File: config.mk
export PLATFORM = sky130hd
export DESIGN_NAME = msint_top
export DESIGN_NICKNAME = d
export VERILOG_FILES = /design/src/hw/msint_pkg.sv /design/src/hw/msint_top.sv
export SDC_FILE = /design/constraint.sdc
export NUM_CORES = 1
export LEC_CHECK = 0
export ABC_AREA = 1
export ABC_CLOCK_PERIOD_IN_PS = 3550
export BUFFER_PORTS_ARGS = -buffer_cell sky130_fd_sc_hd__buf_2
export CORE_MARGIN = 2
export CORE_UTILIZATION = 30
export CTS_CLUSTER_DIAMETER = 120
export DETAILED_ROUTE_END_ITERATION = 7
export GPL_ROUTABILITY_DRIVEN = 0
export HOLD_SLACK_MARGIN = 0.05
export PLACE_DENSITY = 0.52
export RECOVER_POWER = 50
export SLEW_MARGIN = 20
export SYNTH_ARGS = -nofsm -noshare
export SYNTH_HDL_FRONTEND = slang
export SYNTH_SLANG_ARGS = --single-unit
File: constraint.sdc
create_clock -name clk_i -period 3.55 [get_ports clk_i]
set_input_delay 0.71 -clock clk_i [delete_from_list [all_inputs] [get_ports clk_i]]
set_output_delay 0.71 -clock clk_i [all_outputs]
set_load 0.03 [all_outputs]
File: src/hw/msint_pkg.sv
package msint_pkg;

  // Register byte addresses on the Avalon-MM slave.
  localparam logic [5:0] ADDR_CORE_STATUS   = 6'h00;
  localparam logic [5:0] ADDR_IRQ_ENABLE    = 6'h04;
  localparam logic [5:0] ADDR_DROP_STATUS   = 6'h08;
  localparam logic [5:0] ADDR_WARN_LEVEL    = 6'h0C;
  localparam logic [5:0] ADDR_PN_LOW        = 6'h10;
  localparam logic [5:0] ADDR_PN_HIGH       = 6'h14;
  localparam logic [5:0] ADDR_PN_FLOW       = 6'h18;
  localparam logic [5:0] ADDR_PN_UPDATE     = 6'h1C;
  localparam logic [5:0] ADDR_OVERRUN       = 6'h20;
  localparam logic [5:0] ADDR_EG_UNTAGGED   = 6'h24;

  // Crypto-core status bit positions.
  localparam int BIT_INPUT_ERR    = 0;
  localparam int BIT_OUTPUT_ERR   = 1;
  localparam int BIT_PROC_ERR     = 2;
  localparam int BIT_CONTEXT_ERR  = 3;
  localparam int BIT_THRESHOLD    = 4;
  localparam int BIT_ROLLOVER     = 5;
  localparam int BIT_FATAL_ERR    = 14;

  // Drop status bit positions: ingress in 3:0, egress in 6:4.
  localparam int BIT_IG_CLASS   = 0;
  localparam int BIT_IG_CONSIST = 1;
  localparam int BIT_IG_POST    = 2;
  localparam int BIT_IG_MTU     = 3;
  localparam int BIT_EG_CLASS   = 4;
  localparam int BIT_EG_POST    = 5;
  localparam int BIT_EG_MTU     = 6;

  // Enable register: bit 0 core on ingress, bit 1 core on egress,
  // bits 8:2 map onto the drop status bits 6:0.
  localparam int EN_CORE_IG  = 0;
  localparam int EN_CORE_EG  = 1;
  localparam int EN_DROP_LSB = 2;

  localparam logic [31:0] CORE_STATUS_MASK = 32'h0000_403F;
  localparam logic [31:0] DROP_STATUS_MASK = 32'h0000_007F;
  localparam logic [31:0] IRQ_ENABLE_MASK  = 32'h0000_01FF;
  localparam logic [31:0] WARN_LEVEL_RESET = 32'hF000_0000;
  localparam logic [31:0] ZERO_WORD        = 32'h0000_0000;
  localparam logic [31:0] READ_ERR_WORD    = 32'hDEAD_BEEF;

  localparam int N_IRQ = 9;

endpackage

File: src/hw/msint_top.sv
// Decided for this implementation: the placing of the registers and the Avalon-MM register port.
`timescale 1ns/1ns
`default_nettype none

module msint_top #(
  parameter int FLOW_W = 8,
  parameter int CNT_W  = 40,
  parameter int OCT_W  = 80
) (
  input  wire logic              clk_i,
  input  wire logic              rst_n_i,
  input  wire logic [5:0]        avs_address_i,
  input  wire logic              avs_read_i,
  input  wire logic              avs_write_i,
  input  wire logic [31:0]       avs_writedata_i,
  input  wire logic [3:0]        avs_byteenable_i,
  output logic [31:0]            avs_readdata_o,
  output logic                   avs_waitrequest_o,
  input  wire logic              ig_core_input_err_i,
  input  wire logic              ig_core_output_err_i,
  input  wire logic              ig_core_proc_err_i,
  input  wire logic              ig_core_context_err_i,
  input  wire logic              ig_core_fatal_err_i,
  input  wire logic              eg_core_input_err_i,
  input  wire logic              eg_core_output_err_i,
  input  wire logic              eg_core_proc_err_i,
  input  wire logic              eg_core_context_err_i,
  input  wire logic              eg_core_fatal_err_i,
  input  wire logic              eg_pn_valid_i,
  input  wire logic              eg_pn_xpn_i,
  input  wire logic [63:0]       eg_pn_i,
  input  wire logic              ig_class_drop_i,
  input  wire logic              ig_consist_drop_i,
  input  wire logic              ig_post_drop_i,
  input  wire logic              ig_mtu_drop_i,
  input  wire logic              eg_class_drop_i,
  input  wire logic              eg_post_drop_i,
  input  wire logic              eg_mtu_drop_i,
  input  wire logic              eg_untagged_i,
  input  wire logic              ig_sa_octet_valid_i,
  input  wire logic [15:0]       ig_sa_octets_i,
  input  wire logic              eg_sa_pkt_i,
  output logic [OCT_W-1:0]       ig_sa_octet_count_o,
  output logic [CNT_W-1:0]       eg_sa_pkt_count_o,
  output logic                   ctx_req_o,
  output logic [FLOW_W-1:0]      ctx_flow_o,
  input  wire logic              ctx_ack_i,
  input  wire logic [63:0]       ctx_next_pn_i,
  input  wire logic [63:0]       ctx_lowest_pn_i,
  output logic                   ctx_we_o,
  output logic [63:0]            ctx_next_pn_o,
  output logic [63:0]            ctx_lowest_pn_o,
  output logic [msint_pkg::N_IRQ-1:0] irq_o
);

  // ---------------------------------------------------------------------
  // Update sequencer states
  // ---------------------------------------------------------------------
  typedef enum logic [3:0] {
    UPD_IDLE  = 4'b0001,
    UPD_FETCH = 4'b0010,
    UPD_WRITE = 4'b0100,
    UPD_DONE  = 4'b1000
  } msint_upd_t;

  msint_upd_t   upd_reg;
  msint_upd_t   upd_next;

  logic [31:0]  ig_core_reg;
  logic [31:0]  eg_core_reg;
  logic [31:0]  drop_reg;
  logic [31:0]  enable_reg;
  logic [31:0]  warn_reg;
  logic [31:0]  pn_low_reg;
  logic [31:0]  pn_high_reg;
  logic [FLOW_W-1:0] flow_reg;
  logic         update_reg;
  logic [CNT_W-1:0] untag_reg;
  logic         ack_reg;
  logic [31:0]  rdata_reg;

  // ---------------------------------------------------------------------
  // Bus decode
  // ---------------------------------------------------------------------
  // The slave answers one cycle after the request: waitrequest is high on
  // the first cycle and low on the second, so each access takes two edges.
  wire bus_req  = (avs_read_i | avs_write_i) & ~ack_reg;
  wire wr_fire  = avs_write_i & ack_reg;
  wire [31:0] be_mask = {{8{avs_byteenable_i[3]}}, {8{avs_byteenable_i[2]}},
                         {8{avs_byteenable_i[1]}}, {8{avs_byteenable_i[0]}}};
  wire [31:0] wdata = avs_writedata_i & be_mask;

  function automatic logic wr_hit(input logic [5:0] a);
    wr_hit = wr_fire & (avs_address_i == a);
  endfunction

  function automatic logic [31:0] merge(input logic [31:0] old);
    merge = (old & ~be_mask) | wdata;
  endfunction

  // ---------------------------------------------------------------------
  // Event sources
  // ---------------------------------------------------------------------
  wire [31:0] pn32_ext = eg_pn_i[31:0];
  wire eg_thresh = eg_pn_valid_i & (pn32_ext > warn_reg);
  wire eg_roll   = eg_pn_valid_i & (eg_pn_xpn_i ?
                   (eg_pn_i == {64{1'b1}}) :
                   (pn32_ext == {32{1'b1}}));

  function automatic logic [31:0] core_ev(input logic in_e, input logic out_e,
      input logic proc_e, input logic ctx_e, input logic fat_e,
      input logic thr_e, input logic rol_e);
    logic [31:0] v;
    v = msint_pkg::ZERO_WORD;
    v[msint_pkg::BIT_INPUT_ERR]   = in_e;
    v[msint_pkg::BIT_OUTPUT_ERR]  = out_e;
    v[msint_pkg::BIT_FATAL_ERR]   = fat_e;
    v[msint_pkg::BIT_PROC_ERR]    = proc_e;
    v[msint_pkg::BIT_CONTEXT_ERR] = ctx_e;
    v[msint_pkg::BIT_THRESHOLD]   = thr_e;
    v[msint_pkg::BIT_ROLLOVER]    = rol_e;
    core_ev = v;
  endfunction

  wire [31:0] ig_core_set = core_ev(ig_core_input_err_i, ig_core_output_err_i,
      ig_core_proc_err_i, ig_core_context_err_i, ig_core_fatal_err_i,
      1'b0, 1'b0);
  wire [31:0] eg_core_set = core_ev(eg_core_input_err_i, eg_core_output_err_i,
      eg_core_proc_err_i, eg_core_context_err_i, eg_core_fatal_err_i,
      eg_thresh, eg_roll);

  wire [31:0] drop_set = {25'h0000000, eg_mtu_drop_i, eg_post_drop_i,
      eg_class_drop_i, ig_mtu_drop_i, ig_post_drop_i, ig_consist_drop_i,
      ig_class_drop_i};

  // Set wins over a write-one-to-clear in the same cycle.
  function automatic logic [31:0] w1c(input logic [31:0] old,
      input logic [31:0] set, input logic hit, input logic [31:0] mask);
    w1c = ((old & ~(hit ? wdata : msint_pkg::ZERO_WORD)) | set) & mask;
  endfunction

  // Egress core status has an address of its own, so that both banks keep
  // the same bit numbers and one clear mask serves both.
  wire [31:0] ig_core_next = w1c(ig_core_reg, ig_core_set,
      wr_hit(msint_pkg::ADDR_CORE_STATUS), msint_pkg::CORE_STATUS_MASK);
  wire [31:0] eg_core_next = w1c(eg_core_reg, eg_core_set,
      wr_hit(msint_pkg::ADDR_OVERRUN), msint_pkg::CORE_STATUS_MASK);
  wire [31:0] drop_next = w1c(drop_reg, drop_set,
      wr_hit(msint_pkg::ADDR_DROP_STATUS), msint_pkg::DROP_STATUS_MASK);

  // ---------------------------------------------------------------------
  // Packet-number update sequencer
  // ---------------------------------------------------------------------
  wire [63:0] req_pn   = {pn_high_reg, pn_low_reg};
  wire        pn_grows = req_pn > ctx_next_pn_i;
  wire [63:0] pn_delta = req_pn - ctx_next_pn_i;
  wire [63:0] low_next = ctx_lowest_pn_i + pn_delta;

  always_comb
  begin
    upd_next = upd_reg;
    unique case (upd_reg)
      UPD_IDLE:  if (update_reg) upd_next = UPD_FETCH;
      UPD_FETCH: if (ctx_ack_i) upd_next = pn_grows ? UPD_WRITE : UPD_DONE;
      UPD_WRITE: upd_next = UPD_DONE;
      UPD_DONE:  upd_next = UPD_IDLE;
    endcase
  end

  wire upd_start = wr_hit(msint_pkg::ADDR_PN_UPDATE) & wdata[0];
  wire update_next = (upd_reg == UPD_DONE) ? 1'b0 :
                     (upd_start ? 1'b1 : update_reg);

  // ---------------------------------------------------------------------
  // Counters
  // ---------------------------------------------------------------------
  wire [OCT_W-1:0] oct_add = {{(OCT_W-16){1'b0}}, ig_sa_octets_i};

  // ---------------------------------------------------------------------
  // Interrupt outputs and read mux
  // ---------------------------------------------------------------------
  wire [31:0] irq_src_en = enable_reg;
  wire [msint_pkg::N_IRQ-1:0] irq_next = {
      |(drop_reg[6:4] & irq_src_en[8:6]) ? 1'b0 : 1'b0,
      8'h00} | {
      drop_reg[msint_pkg::BIT_EG_MTU]     & enable_reg[8],
      drop_reg[msint_pkg::BIT_EG_POST]    & enable_reg[7],
      drop_reg[msint_pkg::BIT_EG_CLASS]   & enable_reg[6],
      |eg_core_reg                        & enable_reg[msint_pkg::EN_CORE_EG],
      drop_reg[msint_pkg::BIT_IG_MTU]     & enable_reg[5],
      drop_reg[msint_pkg::BIT_IG_POST]    & enable_reg[4],
      drop_reg[msint_pkg::BIT_IG_CONSIST] & enable_reg[3],
      drop_reg[msint_pkg::BIT_IG_CLASS]   & enable_reg[msint_pkg::EN_DROP_LSB],
      |ig_core_reg                        & enable_reg[msint_pkg::EN_CORE_IG]
  };

  wire [5:0] ra = avs_address_i;
  wire [31:0] rd_mux =
      (ra == msint_pkg::ADDR_CORE_STATUS) ? ig_core_reg :
      (ra == msint_pkg::ADDR_IRQ_ENABLE)  ? enable_reg :
      (ra == msint_pkg::ADDR_DROP_STATUS) ? drop_reg :
      (ra == msint_pkg::ADDR_WARN_LEVEL)  ? warn_reg :
      (ra == msint_pkg::ADDR_PN_LOW)      ? pn_low_reg :
      (ra == msint_pkg::ADDR_PN_HIGH)     ? pn_high_reg :
      (ra == msint_pkg::ADDR_PN_FLOW)     ?
          {{(32-FLOW_W){1'b0}}, flow_reg} :
      (ra == msint_pkg::ADDR_PN_UPDATE)   ? {31'h00000000, update_reg} :
      (ra == msint_pkg::ADDR_OVERRUN)     ? eg_core_reg :
      (ra == msint_pkg::ADDR_EG_UNTAGGED) ? untag_reg[31:0] :
      msint_pkg::ZERO_WORD;

  // ---------------------------------------------------------------------
  // Registers
  // ---------------------------------------------------------------------
  always_ff @(posedge clk_i or negedge rst_n_i)
  begin
    if (!rst_n_i)
    begin
      ack_reg     <= 1'b0;
      rdata_reg   <= msint_pkg::ZERO_WORD;
      ig_core_reg <= msint_pkg::ZERO_WORD;
      eg_core_reg <= msint_pkg::ZERO_WORD;
      drop_reg    <= msint_pkg::ZERO_WORD;
      enable_reg  <= msint_pkg::ZERO_WORD;
      warn_reg    <= msint_pkg::WARN_LEVEL_RESET;
      pn_low_reg  <= msint_pkg::ZERO_WORD;
      pn_high_reg <= msint_pkg::ZERO_WORD;
      flow_reg    <= '0;
      update_reg  <= 1'b0;
      upd_reg     <= UPD_IDLE;
      untag_reg   <= '0;
      irq_o       <= '0;
    end
    else
    begin
      ack_reg     <= bus_req;
      rdata_reg   <= rd_mux;
      ig_core_reg <= ig_core_next;
      eg_core_reg <= eg_core_next;
      drop_reg    <= drop_next;
      if (wr_hit(msint_pkg::ADDR_IRQ_ENABLE))
        enable_reg <= merge(enable_reg) & msint_pkg::IRQ_ENABLE_MASK;
      if (wr_hit(msint_pkg::ADDR_WARN_LEVEL))
        warn_reg <= merge(warn_reg);
      if (wr_hit(msint_pkg::ADDR_PN_LOW))
        pn_low_reg <= merge(pn_low_reg);
      if (wr_hit(msint_pkg::ADDR_PN_HIGH))
        pn_high_reg <= merge(pn_high_reg);
      if (wr_hit(msint_pkg::ADDR_PN_FLOW))
        flow_reg <= FLOW_W'(merge({{(32-FLOW_W){1'b0}}, flow_reg}));
      update_reg  <= update_next;
      upd_reg     <= upd_next;
      if (eg_untagged_i)
        untag_reg <= untag_reg + 1'b1;
      irq_o       <= irq_next;
    end
  end

  always_ff @(posedge clk_i or negedge rst_n_i)
  begin
    if (!rst_n_i)
    begin
      ig_sa_octet_count_o <= '0;
      eg_sa_pkt_count_o   <= '0;
      ctx_req_o           <= 1'b0;
      ctx_flow_o          <= '0;
      ctx_we_o            <= 1'b0;
      ctx_next_pn_o       <= '0;
      ctx_lowest_pn_o     <= '0;
    end
    else
    begin
      if (ig_sa_octet_valid_i)
        ig_sa_octet_count_o <= ig_sa_octet_count_o + oct_add;
      if (eg_sa_pkt_i)
        eg_sa_pkt_count_o <= eg_sa_pkt_count_o + 1'b1;
      ctx_req_o  <= (upd_next == UPD_FETCH);
      ctx_flow_o <= flow_reg;
      ctx_we_o   <= (upd_reg == UPD_FETCH) & ctx_ack_i & pn_grows;
      if ((upd_reg == UPD_FETCH) & ctx_ack_i)
      begin
        ctx_next_pn_o   <= req_pn;
        ctx_lowest_pn_o <= low_next;
      end
    end
  end

  assign avs_readdata_o    = rdata_reg;
  assign avs_waitrequest_o = ~ack_reg;

  // ---------------------------------------------------------------------
  // Checks
  // ---------------------------------------------------------------------
  a_w1c_set_wins: assert property (@(posedge clk_i) disable iff (!rst_n_i)
    ig_core_input_err_i |=> ig_core_reg[msint_pkg::BIT_INPUT_ERR])
    else $error("input error not latched");
  a_fatal_latch: assert property (@(posedge clk_i) disable iff (!rst_n_i)
    eg_core_fatal_err_i |=> eg_core_reg[msint_pkg::BIT_FATAL_ERR])
    else $error("fatal error not latched");
  a_w1c_clears: assert property (@(posedge clk_i) disable iff (!rst_n_i)
    (wr_hit(msint_pkg::ADDR_CORE_STATUS) && wdata[msint_pkg::BIT_PROC_ERR]
     && !ig_core_proc_err_i) |=> !ig_core_reg[msint_pkg::BIT_PROC_ERR])
    else $error("write one did not clear");
  a_thresh_flag: assert property (@(posedge clk_i) disable iff (!rst_n_i)
    eg_thresh |=> eg_core_reg[msint_pkg::BIT_THRESHOLD])
    else $error("threshold not flagged");
  a_roll_flag: assert property (@(posedge clk_i) disable iff (!rst_n_i)
    eg_roll |=> eg_core_reg[msint_pkg::BIT_ROLLOVER])
    else $error("rollover not flagged");
  a_mtu_irq: assert property (@(posedge clk_i) disable iff (!rst_n_i)
    (ig_mtu_drop_i && enable_reg[5]) |=> ##1 irq_o[4])
    else $error("mtu drop irq missing");
  a_irq_level: assert property (@(posedge clk_i) disable iff (!rst_n_i)
    (!enable_reg[msint_pkg::EN_CORE_IG]) |=> !irq_o[0])
    else $error("masked irq asserted");
  a_no_shrink: assert property (@(posedge clk_i) disable iff (!rst_n_i)
    ctx_we_o |-> (ctx_next_pn_o > $past(ctx_next_pn_i)))
    else $error("context number did not grow");
  a_upd_clears: assert property (@(posedge clk_i) disable iff (!rst_n_i)
    (upd_reg == UPD_DONE) |=> !update_reg)
    else $error("update enable not cleared");
  a_class_drop: assert property (@(posedge clk_i) disable iff (!rst_n_i)
    ig_class_drop_i |=> drop_reg[msint_pkg::BIT_IG_CLASS])
    else $error("class drop not latched");
  a_consist_drop: assert property (@(posedge clk_i) disable iff (!rst_n_i)
    ig_consist_drop_i |=> drop_reg[msint_pkg::BIT_IG_CONSIST])
    else $error("consistency drop not latched");
  a_post_drop: assert property (@(posedge clk_i) disable iff (!rst_n_i)
    eg_post_drop_i |=> drop_reg[msint_pkg::BIT_EG_POST])
    else $error("post drop not latched");
  a_out_latch: assert property (@(posedge clk_i) disable iff (!rst_n_i)
    ig_core_output_err_i |=> ig_core_reg[msint_pkg::BIT_OUTPUT_ERR])
    else $error("output error not latched");
  a_proc_latch: assert property (@(posedge clk_i) disable iff (!rst_n_i)
    ig_core_proc_err_i |=> ig_core_reg[msint_pkg::BIT_PROC_ERR])
    else $error("processing error not latched");
  a_ctx_latch: assert property (@(posedge clk_i) disable iff (!rst_n_i)
    eg_core_context_err_i |=> eg_core_reg[msint_pkg::BIT_CONTEXT_ERR])
    else $error("context error not latched");
  a_upd_fetch: assert property (@(posedge clk_i) disable iff (!rst_n_i)
    (upd_reg == UPD_IDLE && update_reg) |=> ctx_req_o)
    else $error("update did not fetch context");
  a_we_pulse: assert property (@(posedge clk_i) disable iff (!rst_n_i)
    ctx_we_o |=> !ctx_we_o)
    else $error("context write longer than one cycle");
  a_octet_add: assert property (@(posedge clk_i) disable iff (!rst_n_i)
    ig_sa_octet_valid_i |=> (ig_sa_octet_count_o ==
      $past(ig_sa_octet_count_o) + $past(oct_add)))
    else $error("octet counter did not add");

endmodule

`default_nettype wire

==> flow_summary.toml <==
[power]
clockPowerShare = 0.308
ir_drop_v = 0.0004517
powerDensity_nw_per_um2 = 539.1
sw_frac_of_total = 0.4077
p_int_mw = 12.21
leakagePower_nw = 20.09
switchingPower_mw = 8.405
comb_power_share = 0.353
p_seq_frac = 0.339

[place]
portBuffers = 576
place_area_um2 = 36350
place_hpwl_um = 111500

[setup_path]
path_cells = "inv_1 > fa_1 > inv_1 > ha_1 > a21oi_1 > o21ai_0 > buf_4 > a21oi_1 > o21ai_0 > a21oi_1 > nand3_1 > nand3_1 > nand2_1"
crit_slowest_cell = "fa_1"
cp_max_fo = 4
max_stage_delay_ps = 630
endpoint_kind = "flip-flop"
cp-start-kind = "flip-flop"
crit_required_ps = 4060
arrival_ps = 3820
path_common_cell = "a21oi_1"
crit_type = "flip-flop to flip-flop"

[drt]
drtAntennaViolNets = 0
drt_iter0_drc = 2740
wl_um = 133700
drc = 0
via_per_inst = 4.886
post_drt_wl_per_cell_um = 21.38
drtPass1Iterations = 6
vias = 30560

[cts]
clkTransAtPathRegs_ps = 70
cts.sinks = 471
cts_max_path_buffers = 3
clock_latency_ps = 690
tritoncts = "yes"
htreeDepth = 2
postCtsSetupBuffers = 0
cts_made_buffers = 57
clockRootBuffer = "clkbuf_16"

[floorplan]
fp.dieH_um = 324.3
die-area_um2 = 105200
num_rows = 117
die_x_um = 324.3
ioPinCount = 577
core_area_um2 = 101700
initial_utilization = 0.3025

[logic_synthesis]
synthTopCellsByCount = "nand2_1 (979), inv_1 (768), dfrtp_1 (466), o21ai_0 (344), nor2_1 (328)"
yosys.area.top_type = "dfrtp_1"
async_flop_share = 1.000
ys_seq_area_frac = 0.3832
postSynthAreaPerCell_um2 = 7.503
synth_top_area_share = 0.3789
synth_edf_count = 0
netlist_area_um2 = 30780
synth_cell_types = 51
synth_ff_type = "dfrtp_1"
yosys_warnings = 0
synthCells = 4102
synth_nets = 4620
ys_top_cells_by_area = "dfrtp_1 (38%), nand2_1 (12%), inv_1 (9.4%)"
yosysMostFrequentCell = "nand2_1"
synth-seq-cells = 471

[global_routing]
grt_pass1_wl_um = 192500
use_met2 = 0.3812
top_usage_layer = "met2"
antenna_found_initial = 30
grt_pass1_vias = 29440
met1_usage = 0.3558
grt.total_usage = 0.2494
grt_overflow = 0
grt_max_degree = 218
use_met3 = 0.03586

[sta]
rsz0062_at_grt = "false"
worst_pin_slew_ps = 2441
slew_viol_final = 261
final.period_utilization = 0.9324
finalSetupViolations = 0
period_needed_ps = 3310
hold_viol_final = 0
timing.setup.tns_ps = 0
fin_skew_ps = 62.87
relSlewSlack = -0.6271
clock.fmax_ghz = 0.3021

[finish]
synthToLayoutAreaGrowth_pct = 24.26
design_area_um2 = 38240
finalNetCount = 5343
drive_gt1_frac = 0.1694

[min_path]
hold_path_class = "input pin to flip-flop"

[flow_run]
drv_cap = 2

[outcome]
violations = "max-capacitance violations, max-slew violations"
status = "finished, violations left"
==> metrics by stage <==
stage                     hold WS [ps]  cells  setup WS (ps)    util  total power [mW]
after floorplan                  353.7   4102          663.8       -             11.24
after global placement           362.2   6133         -102.0  0.3573             14.30
after detailed placement         368.2   6133         -135.1  0.3573             14.34
after CTS                        174.0   6237          173.5  0.3774             20.79
after global routing             200.3   6250          17.13  0.3758             21.72
final                            213.0   6254          239.8  0.3759             20.62
==> kinds of logic (layout without fill, tap and decap cells) <==
| family | count (synthesis) | after routing | share of synthesized area |
|---|---|---|---|
| simple gates | 1757 | 1757 | 0.2442 |
| compound gates | 642 | 642 | 0.1127 |
| xor+xnor | 155 | 155 | 0.04411 |
| buf+inv | 836 | 1603 | 0.1022 |
| flops | 471 | 471 | 0.3832 |
| other cells | 0 | 17 | 0 |
| fa+ha+maj | 241 | 241 | 0.1136 |
==> power groups by stage <==
stage / Clock (mW) / Sequential [mW] / Combinational, mW
2_1_floorplan: 0 / 8.28 / 2.96
3_5_place_dp: 0 / 7.08 / 7.26
5_1_grt: 6.71 / 7.08 / 7.93
4_1_cts: 6.51 / 6.99 / 7.29
3_3_place_gp: 0 / 7.07 / 7.23
6_report: 6.36 / 6.99 / 7.27
==> metal layers <==
layer	part of all wire	wire, µm
met4	0.041	5452
met5	0.00025	34
met2	0.44	58450
met3	0.072	9581
met1	0.45	60180
==> path summary, 6_finish.rpt <==
| path | from | to | slack, ps | cells past startpoint |
|---|---|---|---|---|
| min reg2reg | flip-flop | ctx_flow_o[4]$_DFF_PN0_ | 380 | 0 |
| max | flip-flop | ctx_lowest_pn_o[61]$_DFFE_PN0P_ | 240 | 13 |
| min | ig_core_fatal_err_i | ig_core_reg[14]$_DFF_PN0_ | 210 | 3 |
| min in group asynchronous | rst_n_i | avs_readdata_o[2]$_DFF_PN0_ | 1440 | 2 |
| max reg2reg | flip-flop | ctx_lowest_pn_o[61]$_DFFE_PN0P_ | 240 | 13 |
| max in group asynchronous | rst_n_i | ig_sa_octet_count_o[5]$_DFFE_PN0P_ | 360 | 4 |
==> cell type report <==
| cell class | count | area [µm²] |
|---|---|---|
| diodes | 17 | 42.54 |
| clock inverters | 26 | 397.9 |
| inverters | 774 | 2905 |
| fillers | 10930 | 63500 |
| multi-input cells | 2795 | 15770 |
| well taps | 1368 | 1712 |
| repair buffers | 726 | 3990 |
| flip-flops and latches | 471 | 11790 |
| clock buffers | 77 | 1632 |
==> repair_timing <==
action	CTS	global route
endpoints found under the hold margin	39	0
resized for setup	0	4
setup endpoints to repair	0	1
hold buffers	1	0
==> placed cells by master (no fill, tap or decap), types with 18 or more instances in the layout <==
cell type | netlist | layout
clkbuf_16 | 0 | 57
nor3_1 | 74 | 79
inv_1 | 768 | 768
buf_4 | 0 | 125
buf_2 | 6 | 551
fa_1 | 64 | 63
o22ai_1 | 22 | 22
nor4_1 | 36 | 36
nor2_1 | 328 | 335
dfrtp_1 | 466 | 466
nand3_1 | 172 | 174
a221oi_1 | 22 | 22
clkbuf_1 | 53 | 43
nand2_1 | 979 | 982
nand3b_1 | 18 | 18
o21ai_0 | 344 | 343
nand4_1 | 91 | 91
xor2_1 | 90 | 90
a21oi_1 | 199 | 197
ha_1 | 177 | 177
xnor2_1 | 65 | 65
==> critical path: cells and delay by family (launching register included) <==
family	cells	cell delay [ps]
AND/OR/NAND/NOR	3	260
AO/OA/AOI/OAI	5	1130
buffers and inverters	3	370
flip-flops	1	400
adder cells (fa/ha/maj)	2	980
Note: power is estimated with default switching activity, not from simulation.
